## config.mk

```make
export PLATFORM = sky130hd
export DESIGN_NAME = srs_exec
export DESIGN_NICKNAME = d
export VERILOG_FILES = /design/src/shared/srs_pkg.sv /design/src/logic/srs_exec.sv
export VERILOG_INCLUDE_DIRS = /design/src /design/src/shared
export SDC_FILE = /design/constraint.sdc
export NUM_CORES = 1
export LEC_CHECK = 0
export ABC_CLOCK_PERIOD_IN_PS = 9720
export CAP_MARGIN = 20
export CORE_MARGIN = 3
export CORE_UTILIZATION = 45
export CTS_CLUSTER_DIAMETER = 100
export DETAILED_ROUTE_END_ITERATION = 10
export DONT_BUFFER_PORTS = 1
export HOLD_SLACK_MARGIN = 0.05
export PLACE_DENSITY = 0.58
export SYNTH_ARGS = -nofsm -noshare
export SYNTH_HDL_FRONTEND = slang
export SYNTH_SLANG_ARGS = --single-unit
```

## constraint.sdc

```tcl
create_clock -name clk_sys -period 9.72 [get_ports clk_sys]
set_input_delay 1.944 -clock clk_sys [delete_from_list [all_inputs] [get_ports clk_sys]]
set_output_delay 1.944 -clock clk_sys [all_outputs]
set_load 0.05 [all_outputs]
```

## src/shared/srs_defines.svh

```systemverilog
// opcode, cycle-count, status-bit and register-index constants for the stack/rotate/subtract unit
`ifndef SRS_DEFINES_SVH
`define SRS_DEFINES_SVH
// opcodes
`define SRS_OP_PFX_B   8'h42
`define SRS_OP_PFX_RLA 8'h89
`define SRS_OP_RLA     8'h49
`define SRS_OP_ROL_D   8'h26
`define SRS_OP_ROL_DX  8'h36
`define SRS_OP_ROR_D   8'h66
`define SRS_OP_ROR_DX  8'h76
`define SRS_OP_RTI     8'h40
`define SRS_OP_RTL     8'h6B
`define SRS_OP_RTS     8'h60
`define SRS_OP_SBC_IMM 8'hE9
`define SRS_OP_SBC_DIR 8'hE5
`define SRS_OP_PLY     8'h7A
`define SRS_OP_PSH     8'hEB
`define SRS_OP_PUL     8'hFB
// total cycles per instruction
`define SRS_CYC_RLA     4'h6
`define SRS_CYC_ROT     4'h7
`define SRS_CYC_RTI     4'hB
`define SRS_CYC_RTL     4'h8
`define SRS_CYC_RTS     4'h5
`define SRS_CYC_SBC_DIR 4'h4
`define SRS_CYC_SBC_IMM 4'h2
`define SRS_CYC_B_EXTRA 4'h2
`define SRS_CYC_PLY     4'h5
`define SRS_CYC_MIN     4'h1
// status register bit positions
`define SRS_PS_C 0
`define SRS_PS_Z 1
`define SRS_PS_X 4
`define SRS_PS_M 5
`define SRS_PS_V 6
`define SRS_PS_N 7
// register file index, also the pop order
`define SRS_RI_A  4'h0
`define SRS_RI_B  4'h1
`define SRS_RI_X  4'h2
`define SRS_RI_Y  4'h3
`define SRS_RI_DP 4'h4
`define SRS_RI_DT 4'h5
`define SRS_RI_PS 4'h6
`define SRS_RI_PC 4'h7
`define SRS_RI_PG 4'h8
`define SRS_RI_SP 4'h9
// pop masks for returns and pull-Y
`define SRS_MASK_RTI 9'h1C0
`define SRS_MASK_RTL 9'h180
`define SRS_MASK_RTS 9'h080
`define SRS_MASK_PLY 9'h008
// reset values
`define SRS_RST_SP  16'h0FFF
`define SRS_RST_REG 16'h0000
`endif

```

## src/shared/srs_pkg.sv

```systemverilog
// types shared by the stack/rotate/subtract unit
`default_nettype none
package srs_pkg;
	// sequencer states
	typedef enum logic [2:0] {ST_IDLE, ST_POP, ST_PUSH, ST_MRD, ST_EXEC, ST_MWR, ST_WAIT} srs_state_t;
	// arithmetic kind carried to the execute step
	typedef enum logic [2:0] {K_NONE, K_ROL, K_ROR, K_SBC, K_RLA} srs_kind_t;
endpackage
`default_nettype wire

```

## src/logic/srs_exec.sv

```systemverilog
// execution unit for pulls, pushes, rotates, returns and subtract-with-borrow
`include "srs_defines.svh"
`default_nettype none
module srs_exec (
	// clock and reset
	input  wire logic        clk_sys,
	input  wire logic        rstn,
	// instruction request
	input  wire logic        instr_valid,
	input  wire logic [7:0]  ibyte0,
	input  wire logic [7:0]  ibyte1,
	input  wire logic [7:0]  ibyte2,
	input  wire logic [7:0]  ibyte3,
	output logic             busy,
	output logic             instr_done,
	output logic             instr_illegal,
	// register preload while idle
	input  wire logic        reg_wr_en,
	input  wire logic [3:0]  reg_wr_sel,
	input  wire logic [15:0] reg_wr_data,
	// memory and stack bus, read data valid in the same cycle
	output logic [15:0]      mem_addr,
	output logic             mem_re,
	output logic             mem_we,
	output logic [7:0]       mem_wdata,
	input  wire logic [7:0]  mem_rdata,
	// register view
	output logic [15:0]      acc_a,
	output logic [15:0]      acc_b,
	output logic [15:0]      idx_x,
	output logic [15:0]      idx_y,
	output logic [15:0]      dir_page,
	output logic [7:0]       data_bank,
	output logic [7:0]       code_bank,
	output logic [15:0]      stat,
	output logic [15:0]      prog_ctr,
	output logic [15:0]      stack_ptr
);
	import srs_pkg::*;

	srs_state_t  st_q, st_d;            // sequencer state
	srs_kind_t   kind_q, kind_d;        // arithmetic to run
	logic [15:0] rf_q [0:8];            // architectural registers
	logic [15:0] rf_d [0:8];
	logic [15:0] sp_q, sp_d;            // stack pointer
	logic [8:0]  mask_q, mask_d;        // registers still to pop or push
	logic [1:0]  bsel_q, bsel_d;        // byte within current transfer
	logic [3:0]  cyc_q, cyc_d;          // busy cycles so far
	logic [3:0]  tgt_q, tgt_d;          // cycle count that ST_WAIT pads the instruction up to
	logic [15:0] ea_q, ea_d;            // operand address
	logic [15:0] opnd_q, opnd_d;        // memory or immediate operand
	logic [3:0]  acc_q, acc_d;          // accumulator index A or B
	logic [3:0]  rcnt_q, rcnt_d;        // multi-bit rotate count
	logic        ill_q, ill_d;          // illegal opcode seen
	logic [3:0]  lo_idx, hi_idx, cur;   // mask scan results
	logic [1:0]  nb;                    // bytes of current register, or of the memory operand in ST_MRD and ST_MWR
	logic        accb;                  // accumulator B prefix
	logic [7:0]  op, p1, p2;            // opcode and operands after prefix
	logic        acc;                   // request accepted this cycle

	// byte count of a register, follows the width flags
	function automatic logic [1:0] nbytes(input logic [3:0] i, input logic [15:0] ps);
		case (i)
			`SRS_RI_A, `SRS_RI_B: nbytes = ps[`SRS_PS_M] ? 2'd1 : 2'd2;
			`SRS_RI_X, `SRS_RI_Y: nbytes = ps[`SRS_PS_X] ? 2'd1 : 2'd2;
			`SRS_RI_DT, `SRS_RI_PG: nbytes = 2'd1;
			default: nbytes = 2'd2;
		endcase
	endfunction

	// map the selection byte onto register indexes; code bank only for pushes
	function automatic logic [8:0] selmap(input logic [7:0] s, input logic with_pg);
		selmap = {s[6] & with_pg, 1'b0, s[7], s[5:0]};
	endfunction

	// prefix decode, shared with the assertions
	always_comb begin
		accb = (ibyte0 == `SRS_OP_PFX_B);
		op   = accb ? ibyte1 : ibyte0;
		p1   = accb ? ibyte2 : ibyte1;
		p2   = accb ? ibyte3 : ibyte2;
		acc  = (st_q == ST_IDLE) && instr_valid;
	end

	// lowest set bit pops first, highest pushes first so the two mirror
	always_comb begin
		lo_idx = 4'h0;
		hi_idx = 4'h0;
		for (int i = 8; i >= 0; i--) begin
			if (mask_q[i]) lo_idx = 4'(i);
		end
		for (int i = 0; i <= 8; i++) begin
			if (mask_q[i]) hi_idx = 4'(i);
		end
		cur = (st_q == ST_PUSH) ? hi_idx : lo_idx;
		nb  = ((st_q == ST_MRD) || (st_q == ST_MWR)) ? nbytes(`SRS_RI_A, rf_q[`SRS_RI_PS]) :
			nbytes(cur, rf_q[`SRS_RI_PS]);
	end

	// next-state logic of the whole sequencer
	always_comb begin
		logic [16:0] t16;
		logic [8:0]  t8;
		logic [31:0] r32;
		logic [15:0] r16, a, r;
		logic        w8, c;
		t16 = 17'h0_0000;
		t8  = 9'h000;
		r32 = 32'h0000_0000;
		r16 = 16'h0000;
		a   = rf_q[acc_q];
		r   = a;
		w8  = rf_q[`SRS_RI_PS][`SRS_PS_M];
		c   = rf_q[`SRS_RI_PS][`SRS_PS_C];
		st_d = st_q;
		kind_d = kind_q;
		for (int i = 0; i <= 8; i++) rf_d[i] = rf_q[i];
		sp_d = sp_q;
		mask_d = mask_q;
		bsel_d = bsel_q;
		cyc_d = (st_q == ST_IDLE) ? 4'h0 : cyc_q + 4'h1;
		tgt_d = tgt_q;
		ea_d = ea_q;
		opnd_d = opnd_q;
		acc_d = acc_q;
		rcnt_d = rcnt_q;
		ill_d = 1'b0;
		mem_addr = 16'h0000;
		mem_re = 1'b0;
		mem_we = 1'b0;
		mem_wdata = 8'h00;
		instr_done = 1'b0;
		case (st_q)
			ST_IDLE: begin
				// preload is ignored while a request is taken
				if (reg_wr_en && !instr_valid) begin
					if (reg_wr_sel == `SRS_RI_SP) sp_d = reg_wr_data;
					else if (reg_wr_sel <= `SRS_RI_PG) rf_d[reg_wr_sel] = reg_wr_data;
				end
				if (instr_valid) begin
					acc_d = accb ? `SRS_RI_B : `SRS_RI_A;
					bsel_d = 2'd0;
					kind_d = K_NONE;
					st_d = ST_POP;
					tgt_d = `SRS_CYC_MIN;
					if (ibyte0 == `SRS_OP_PFX_RLA && ibyte1 == `SRS_OP_RLA) begin
						acc_d = `SRS_RI_A;
						rcnt_d = ibyte2[3:0];
						kind_d = K_RLA;
						tgt_d = `SRS_CYC_RLA;
						st_d = ST_EXEC;
					end else begin
						case (op)
							`SRS_OP_ROL_D, `SRS_OP_ROL_DX,
							`SRS_OP_ROR_D, `SRS_OP_ROR_DX: begin
								kind_d = (op[6]) ? K_ROR : K_ROL;
								ea_d = rf_q[`SRS_RI_DP] + {8'h00, p1} + (op[4] ? rf_q[`SRS_RI_X] : 16'h0000);
								tgt_d = `SRS_CYC_ROT;
								st_d = ST_MRD;
							end
							`SRS_OP_SBC_IMM: begin
								kind_d = K_SBC;
								opnd_d = {p2, p1};
								tgt_d = `SRS_CYC_SBC_IMM + (accb ? `SRS_CYC_B_EXTRA : 4'h0);
								st_d = ST_EXEC;
							end
							`SRS_OP_SBC_DIR: begin
								kind_d = K_SBC;
								ea_d = rf_q[`SRS_RI_DP] + {8'h00, p1};
								tgt_d = `SRS_CYC_SBC_DIR + (accb ? `SRS_CYC_B_EXTRA : 4'h0);
								st_d = ST_MRD;
							end
							`SRS_OP_RTI: begin
								mask_d = `SRS_MASK_RTI;
								tgt_d = `SRS_CYC_RTI;
							end
							`SRS_OP_RTL: begin
								mask_d = `SRS_MASK_RTL;
								tgt_d = `SRS_CYC_RTL;
							end
							`SRS_OP_RTS: begin
								mask_d = `SRS_MASK_RTS;
								tgt_d = `SRS_CYC_RTS;
							end
							`SRS_OP_PLY: begin
								mask_d = `SRS_MASK_PLY;
								tgt_d = `SRS_CYC_PLY;
							end
							`SRS_OP_PSH: begin
								mask_d = selmap(p1, 1'b1);
								st_d = (p1 == 8'h00) ? ST_WAIT : ST_PUSH;
							end
							`SRS_OP_PUL: begin
								mask_d = selmap(p1, 1'b0);
								st_d = (selmap(p1, 1'b0) == 9'h000) ? ST_WAIT : ST_POP;
							end
							default: begin
								ill_d = 1'b1;
								st_d = ST_WAIT;
							end
						endcase
					end
				end
			end
			ST_POP: begin
				mem_re = 1'b1;
				mem_addr = sp_q + 16'h0001;
				sp_d = sp_q + 16'h0001;
				if (bsel_q == 2'd0) rf_d[cur][7:0] = mem_rdata;
				else rf_d[cur][15:8] = mem_rdata;
				bsel_d = bsel_q + 2'd1;
				if (bsel_q + 2'd1 == nb) begin
					mask_d[cur] = 1'b0;
					bsel_d = 2'd0;
					if ((mask_q & ~(9'h001 << cur)) == 9'h000) st_d = ST_WAIT;
				end
			end
			ST_PUSH: begin
				mem_we = 1'b1;
				mem_addr = sp_q;
				sp_d = sp_q - 16'h0001;
				mem_wdata = (nb == 2'd2 && bsel_q == 2'd0) ? rf_q[cur][15:8] : rf_q[cur][7:0];
				bsel_d = bsel_q + 2'd1;
				if (bsel_q + 2'd1 == nb) begin
					mask_d[cur] = 1'b0;
					bsel_d = 2'd0;
					if ((mask_q & ~(9'h001 << cur)) == 9'h000) st_d = ST_WAIT;
				end
			end
			ST_MRD: begin
				// operand fetch, one byte per cycle
				mem_re = 1'b1;
				mem_addr = ea_q + {14'h0000, bsel_q};
				if (bsel_q == 2'd0) opnd_d = {8'h00, mem_rdata};
				else opnd_d[15:8] = mem_rdata;
				bsel_d = bsel_q + 2'd1;
				if (bsel_q + 2'd1 == nb) begin
					bsel_d = 2'd0;
					st_d = ST_EXEC;
				end
			end
			ST_EXEC: begin
				st_d = ST_WAIT;
				case (kind_q)
					K_ROL: begin
						// carry into bit 0, top bit out
						r = w8 ? {opnd_q[15:8], opnd_q[6:0], c} : {opnd_q[14:0], c};
						c = w8 ? opnd_q[7] : opnd_q[15];
						opnd_d = r;
						st_d = ST_MWR;
					end
					K_ROR: begin
						// carry into top bit, bit 0 out
						r = w8 ? {opnd_q[15:8], c, opnd_q[7:1]} : {c, opnd_q[15:1]};
						c = opnd_q[0];
						opnd_d = r;
						st_d = ST_MWR;
					end
					K_SBC: begin
						t16 = {1'b0, a} - {1'b0, opnd_q} - {16'h0000, ~c};
						t8 = {1'b0, a[7:0]} - {1'b0, opnd_q[7:0]} - {8'h00, ~c};
						r = w8 ? {a[15:8], t8[7:0]} : t16[15:0];
						c = w8 ? ~t8[8] : ~t16[16];
						rf_d[`SRS_RI_PS][`SRS_PS_V] = w8 ? ((a[7] ^ opnd_q[7]) & (a[7] ^ r[7])) :
							((a[15] ^ opnd_q[15]) & (a[15] ^ r[15]));
						rf_d[acc_q] = r;
					end
					K_RLA: begin
						// doubled word shifted, upper half is the rotate
						r32 = {a, a} << rcnt_q;
						r16 = {a[7:0], a[7:0]} << rcnt_q[2:0];
						r = w8 ? {a[15:8], r16[15:8]} : r32[31:16];
						rf_d[acc_q] = r;
					end
					default: r = a;
				endcase
				if (kind_q != K_NONE) begin
					rf_d[`SRS_RI_PS][`SRS_PS_C] = c;
					rf_d[`SRS_RI_PS][`SRS_PS_N] = w8 ? r[7] : r[15];
					rf_d[`SRS_RI_PS][`SRS_PS_Z] = w8 ? (r[7:0] == 8'h00) : (r == 16'h0000);
				end
			end
			ST_MWR: begin
				// rotate result written back, low byte first
				mem_we = 1'b1;
				mem_addr = ea_q + {14'h0000, bsel_q};
				mem_wdata = (bsel_q == 2'd0) ? opnd_q[7:0] : opnd_q[15:8];
				bsel_d = bsel_q + 2'd1;
				if (bsel_q + 2'd1 == nb) begin
					bsel_d = 2'd0;
					st_d = ST_WAIT;
				end
			end
			ST_WAIT: begin
				// pad to the documented cycle count
				if (cyc_q + 4'h1 >= tgt_q) begin
					instr_done = 1'b1;
					st_d = ST_IDLE;
				end
			end
			default: st_d = ST_IDLE;
		endcase
	end

	// state registers
	always_ff @(posedge clk_sys) begin
		if (!rstn) begin
			st_q <= ST_IDLE;
			kind_q <= K_NONE;
			for (int i = 0; i <= 8; i++) rf_q[i] <= `SRS_RST_REG;
			sp_q <= `SRS_RST_SP;
			mask_q <= 9'h000;
			bsel_q <= 2'd0;
			cyc_q <= 4'h0;
			tgt_q <= `SRS_CYC_MIN;
			ea_q <= 16'h0000;
			opnd_q <= 16'h0000;
			acc_q <= `SRS_RI_A;
			rcnt_q <= 4'h0;
			ill_q <= 1'b0;
		end else begin
			st_q <= st_d;
			kind_q <= kind_d;
			for (int i = 0; i <= 8; i++) rf_q[i] <= rf_d[i];
			sp_q <= sp_d;
			mask_q <= mask_d;
			bsel_q <= bsel_d;
			cyc_q <= cyc_d;
			tgt_q <= tgt_d;
			ea_q <= ea_d;
			opnd_q <= opnd_d;
			acc_q <= acc_d;
			rcnt_q <= rcnt_d;
			ill_q <= ill_d;
		end
	end

	// register view, all from flops
	assign busy = (st_q != ST_IDLE);
	assign instr_illegal = ill_q;
	assign acc_a = rf_q[`SRS_RI_A];
	assign acc_b = rf_q[`SRS_RI_B];
	assign idx_x = rf_q[`SRS_RI_X];
	assign idx_y = rf_q[`SRS_RI_Y];
	assign dir_page = rf_q[`SRS_RI_DP];
	assign data_bank = rf_q[`SRS_RI_DT][7:0];
	assign code_bank = rf_q[`SRS_RI_PG][7:0];
	assign stat = rf_q[`SRS_RI_PS];
	assign prog_ctr = rf_q[`SRS_RI_PC];
	assign stack_ptr = sp_q;
endmodule // srs_exec
`default_nettype wire

```

==> out/summary.txt <==
number of synthesized register bits: 224
Worst Hold Depth: 1
post-cts sizing count: 0
num rows: 77
Root Buffer: clkbuf_16
pre-CTS setup slack: 2.499 ns
Yosys top cell area share: 21.75%
Syn Std Cell Area: 0.02062 mm2
Worst setup EP type: output pin
grt met3 use: 9.735%
Core ar.: 0.04470 mm2
Clk pin slew, worst setup/hold paths: 0.06 ns
asr flop ratio synth: 0%
fill count: 4506
clk buf depth: 3
die area: 0.04842 mm2
Most Used Layer, Global Route: met2
cts bufs inserted: 30
synth top area cells: dfxtp_1, mux2i_1, nand2_1
DR iter-0 viols: 3684
cts hold-fix bufs: 0
pin count of the biggest net entering global routing: 87
Seq/Total Area, Yosys: 21.75%
hold path start: tgt_q[0]
routed vias/inst: 6.993
RSZ-0062 raised after global routing: no
Yosys cell types: 96
Synth Flop Type: dfxtp_1
EDFF count, synth: 0
syn nets: 2949
Final Cycle Share: 75.40%
Slew Viols, Final: 0
Area growth, synth to finish: 6.426%
min-delay worst type: reg2reg
Remaining DRCs: 0
Worst setup SP type: flop
# Max-Cap Violations: 0
I/O Pins: 237
Tmin final: 7.329 ns
final core occ: 49.09%
chip width: 220.1 um
Max Freq: 0.1364 GHz
vias: 23040
CTS tree: yes
post-detail-place hpwl: 69150 um
Post-CTS Setup Bufs: 0
routing usage on met2: 57.96%
cells after synthesis: 2819
peak supply drop: 173.7 uV
Data required, critical path: 7.78 ns
worst setup path category: reg2out
placed inst area: 0.02088 mm2
met1 usage: 51.55%
Finished Cell Area: 0.02194 mm2
Setup-failing EPs final: 0
share of cells above drive strength 1: 8.182%
WHS Endpoint: tgt_q[0]
Inst Count DP: 3237
relative slew slack: 21.61%
setup_tns: 0 ns
die height: 220.1 um
vias in the first global route: 21000
crit-path max FO: 30
R2R depth: 15
CTS sink count: 224
global route overflow: 0
Final Hold Fails: 0
Worst-Skew Late Latency: 0.58 ns
most frequent cells in the layout: nand2_1, nor2_1, dfxtp_1, mux2i_1, a21oi_1
setup ws final: 2.391 ns
Layout Cells excl Fill: 3294
Leakage: 7.946 nW
synth warn: 0
crit path DAT: 5.39 ns
initial antenna violation count: 1
Least-Margin Pin Slew: 1.171 ns
initial core utilization: 46.12%
Post-Route WL: 96540 um
final clock skew: 0.01172 ns
Wirelength per Cell: 29.31 um
DR pass1 iterations: 8
H-tree depth: 1
number of port buffers: 0
first-pass GRT wire length: 141100 um
status: finished, final reports clean
placer's final routability congestion estimate: 0.9810
Cell Pwr Density: 298.9 mW/mm2
Synth area leader: dfxtp_1
commonest non-fill, non-tap cell in the layout: nand2_1
r2r setup slk: 4.57 ns
syn_area_per_cell: 7.314 um2
ANT nets after route: 0
GR Util All Layers: 38.35%
nets: 2808
==> logic make-up (layout without fill, tap and decap cells) <==
kind of cell             count (synthesis)  after routing  synth area share [%]
XOR/XNOR                                74             74                 3.143
other                                    0              1                     0
multiplexers                           235            235                 13.93
AND/OR/NAND/NOR                        994            994                 21.65
flip-flops                             224            224                 21.75
adder cells (fa/ha/maj)                 66             66                 4.187
buffers and inverters                  338            220                 6.766
AO/OA/AOI/OAI                          888            888                 28.58
==> synthesized netlist by cell type, drive strengths merged (27+ instances only) <==
| master | count |
|---|---|
| a21oi | 179 |
| and3 | 47 |
| mux2i | 180 |
| a31oi | 34 |
| mux4 | 40 |
| xnor2 | 47 |
| xor2 | 27 |
| a211oi | 37 |
| ha | 61 |
| o21ai | 147 |
| a22oi | 130 |
| clkbuf | 176 |
| buf | 62 |
| nor3 | 43 |
| o22ai | 140 |
| and2 | 27 |
| dfxtp | 224 |
| nor2 | 339 |
| nand3 | 53 |
| inv | 100 |
| nand2 | 377 |
==> where the power goes <==
group	total, mW	internal, mW	switching, mW
clock network	1.19	0.720	0.466
registers	1.38	1.01	0.369
logic	4.00	1.23	2.77
==> metal layers <==
layer / up-vias / wire length (um)
met1: 11110 / 38560
met4: 2 / 5292
met5: - / 13
met3: 302 / 11360
li1: 10130 / -
met2: 1493 / 41320
==> area by class of cell <==
cell class | instances | area, um2 | share of cell area [%]
Multi-Input combinational cell | 2257 | 14780 | 67.33
Sequential cell | 224 | 4489 | 20.46
Clock buffer | 46 | 912.1 | 4.157
Tap cell | 592 | 740.7 | 3.376
Timing Repair Buffer | 65 | 519.2 | 2.366
Inverter | 100 | 377.9 | 1.722
Clock inverter | 9 | 126.4 | 0.5759
Antenna cell | 1 | 2.502 | 0.01140
==> how the worst max path moves through the flow <==
stage / depth (start not counted) / from / slack (ns) / end
3_3_place_gp: 24 / ibyte0[2] / 2.58 / ea_q[15]
6_report: 13 / st_q[0] / 2.39 / mem_wdata[7]
5_1_grt: 13 / st_q[0] / 2.29 / mem_wdata[7]
4_1_cts: 13 / st_q[0] / 2.60 / mem_wdata[7]
3_5_place_dp: 24 / ibyte0[2] / 2.50 / ea_q[15]
2_1_floorplan: 24 / ibyte0[2] / 3.04 / ea_q[15]
==> worst max-delay path, stage by stage, from the launching register on <==
cell      delay, ns
dfxtp_1        0.99
inv_2          0.25
and3_1         0.55
nor2_1         0.26
o21a_1         0.48
o211ai_1       0.20
o22ai_2        0.29
and2_1         0.17
buf_4          0.31
o221ai_1       0.18
o21ai_0        0.16
nand2_1        0.15
o22ai_1        0.48
buf_4          0.29
==> stage by stage <==
| step | hold slack (ns) | total power, mW |
|---|---|---|
| 2_1_floorplan | 0.4334 | 4.034 |
| 3_3_place_gp | 0.4510 | 5.174 |
| 3_5_place_dp | 0.4717 | 5.205 |
| 4_1_cts | 0.4846 | 6.399 |
| 5_1_grt | 0.4993 | 6.860 |
| 6_report | 0.4864 | 6.558 |
Power figures use the tool's default switching activity.
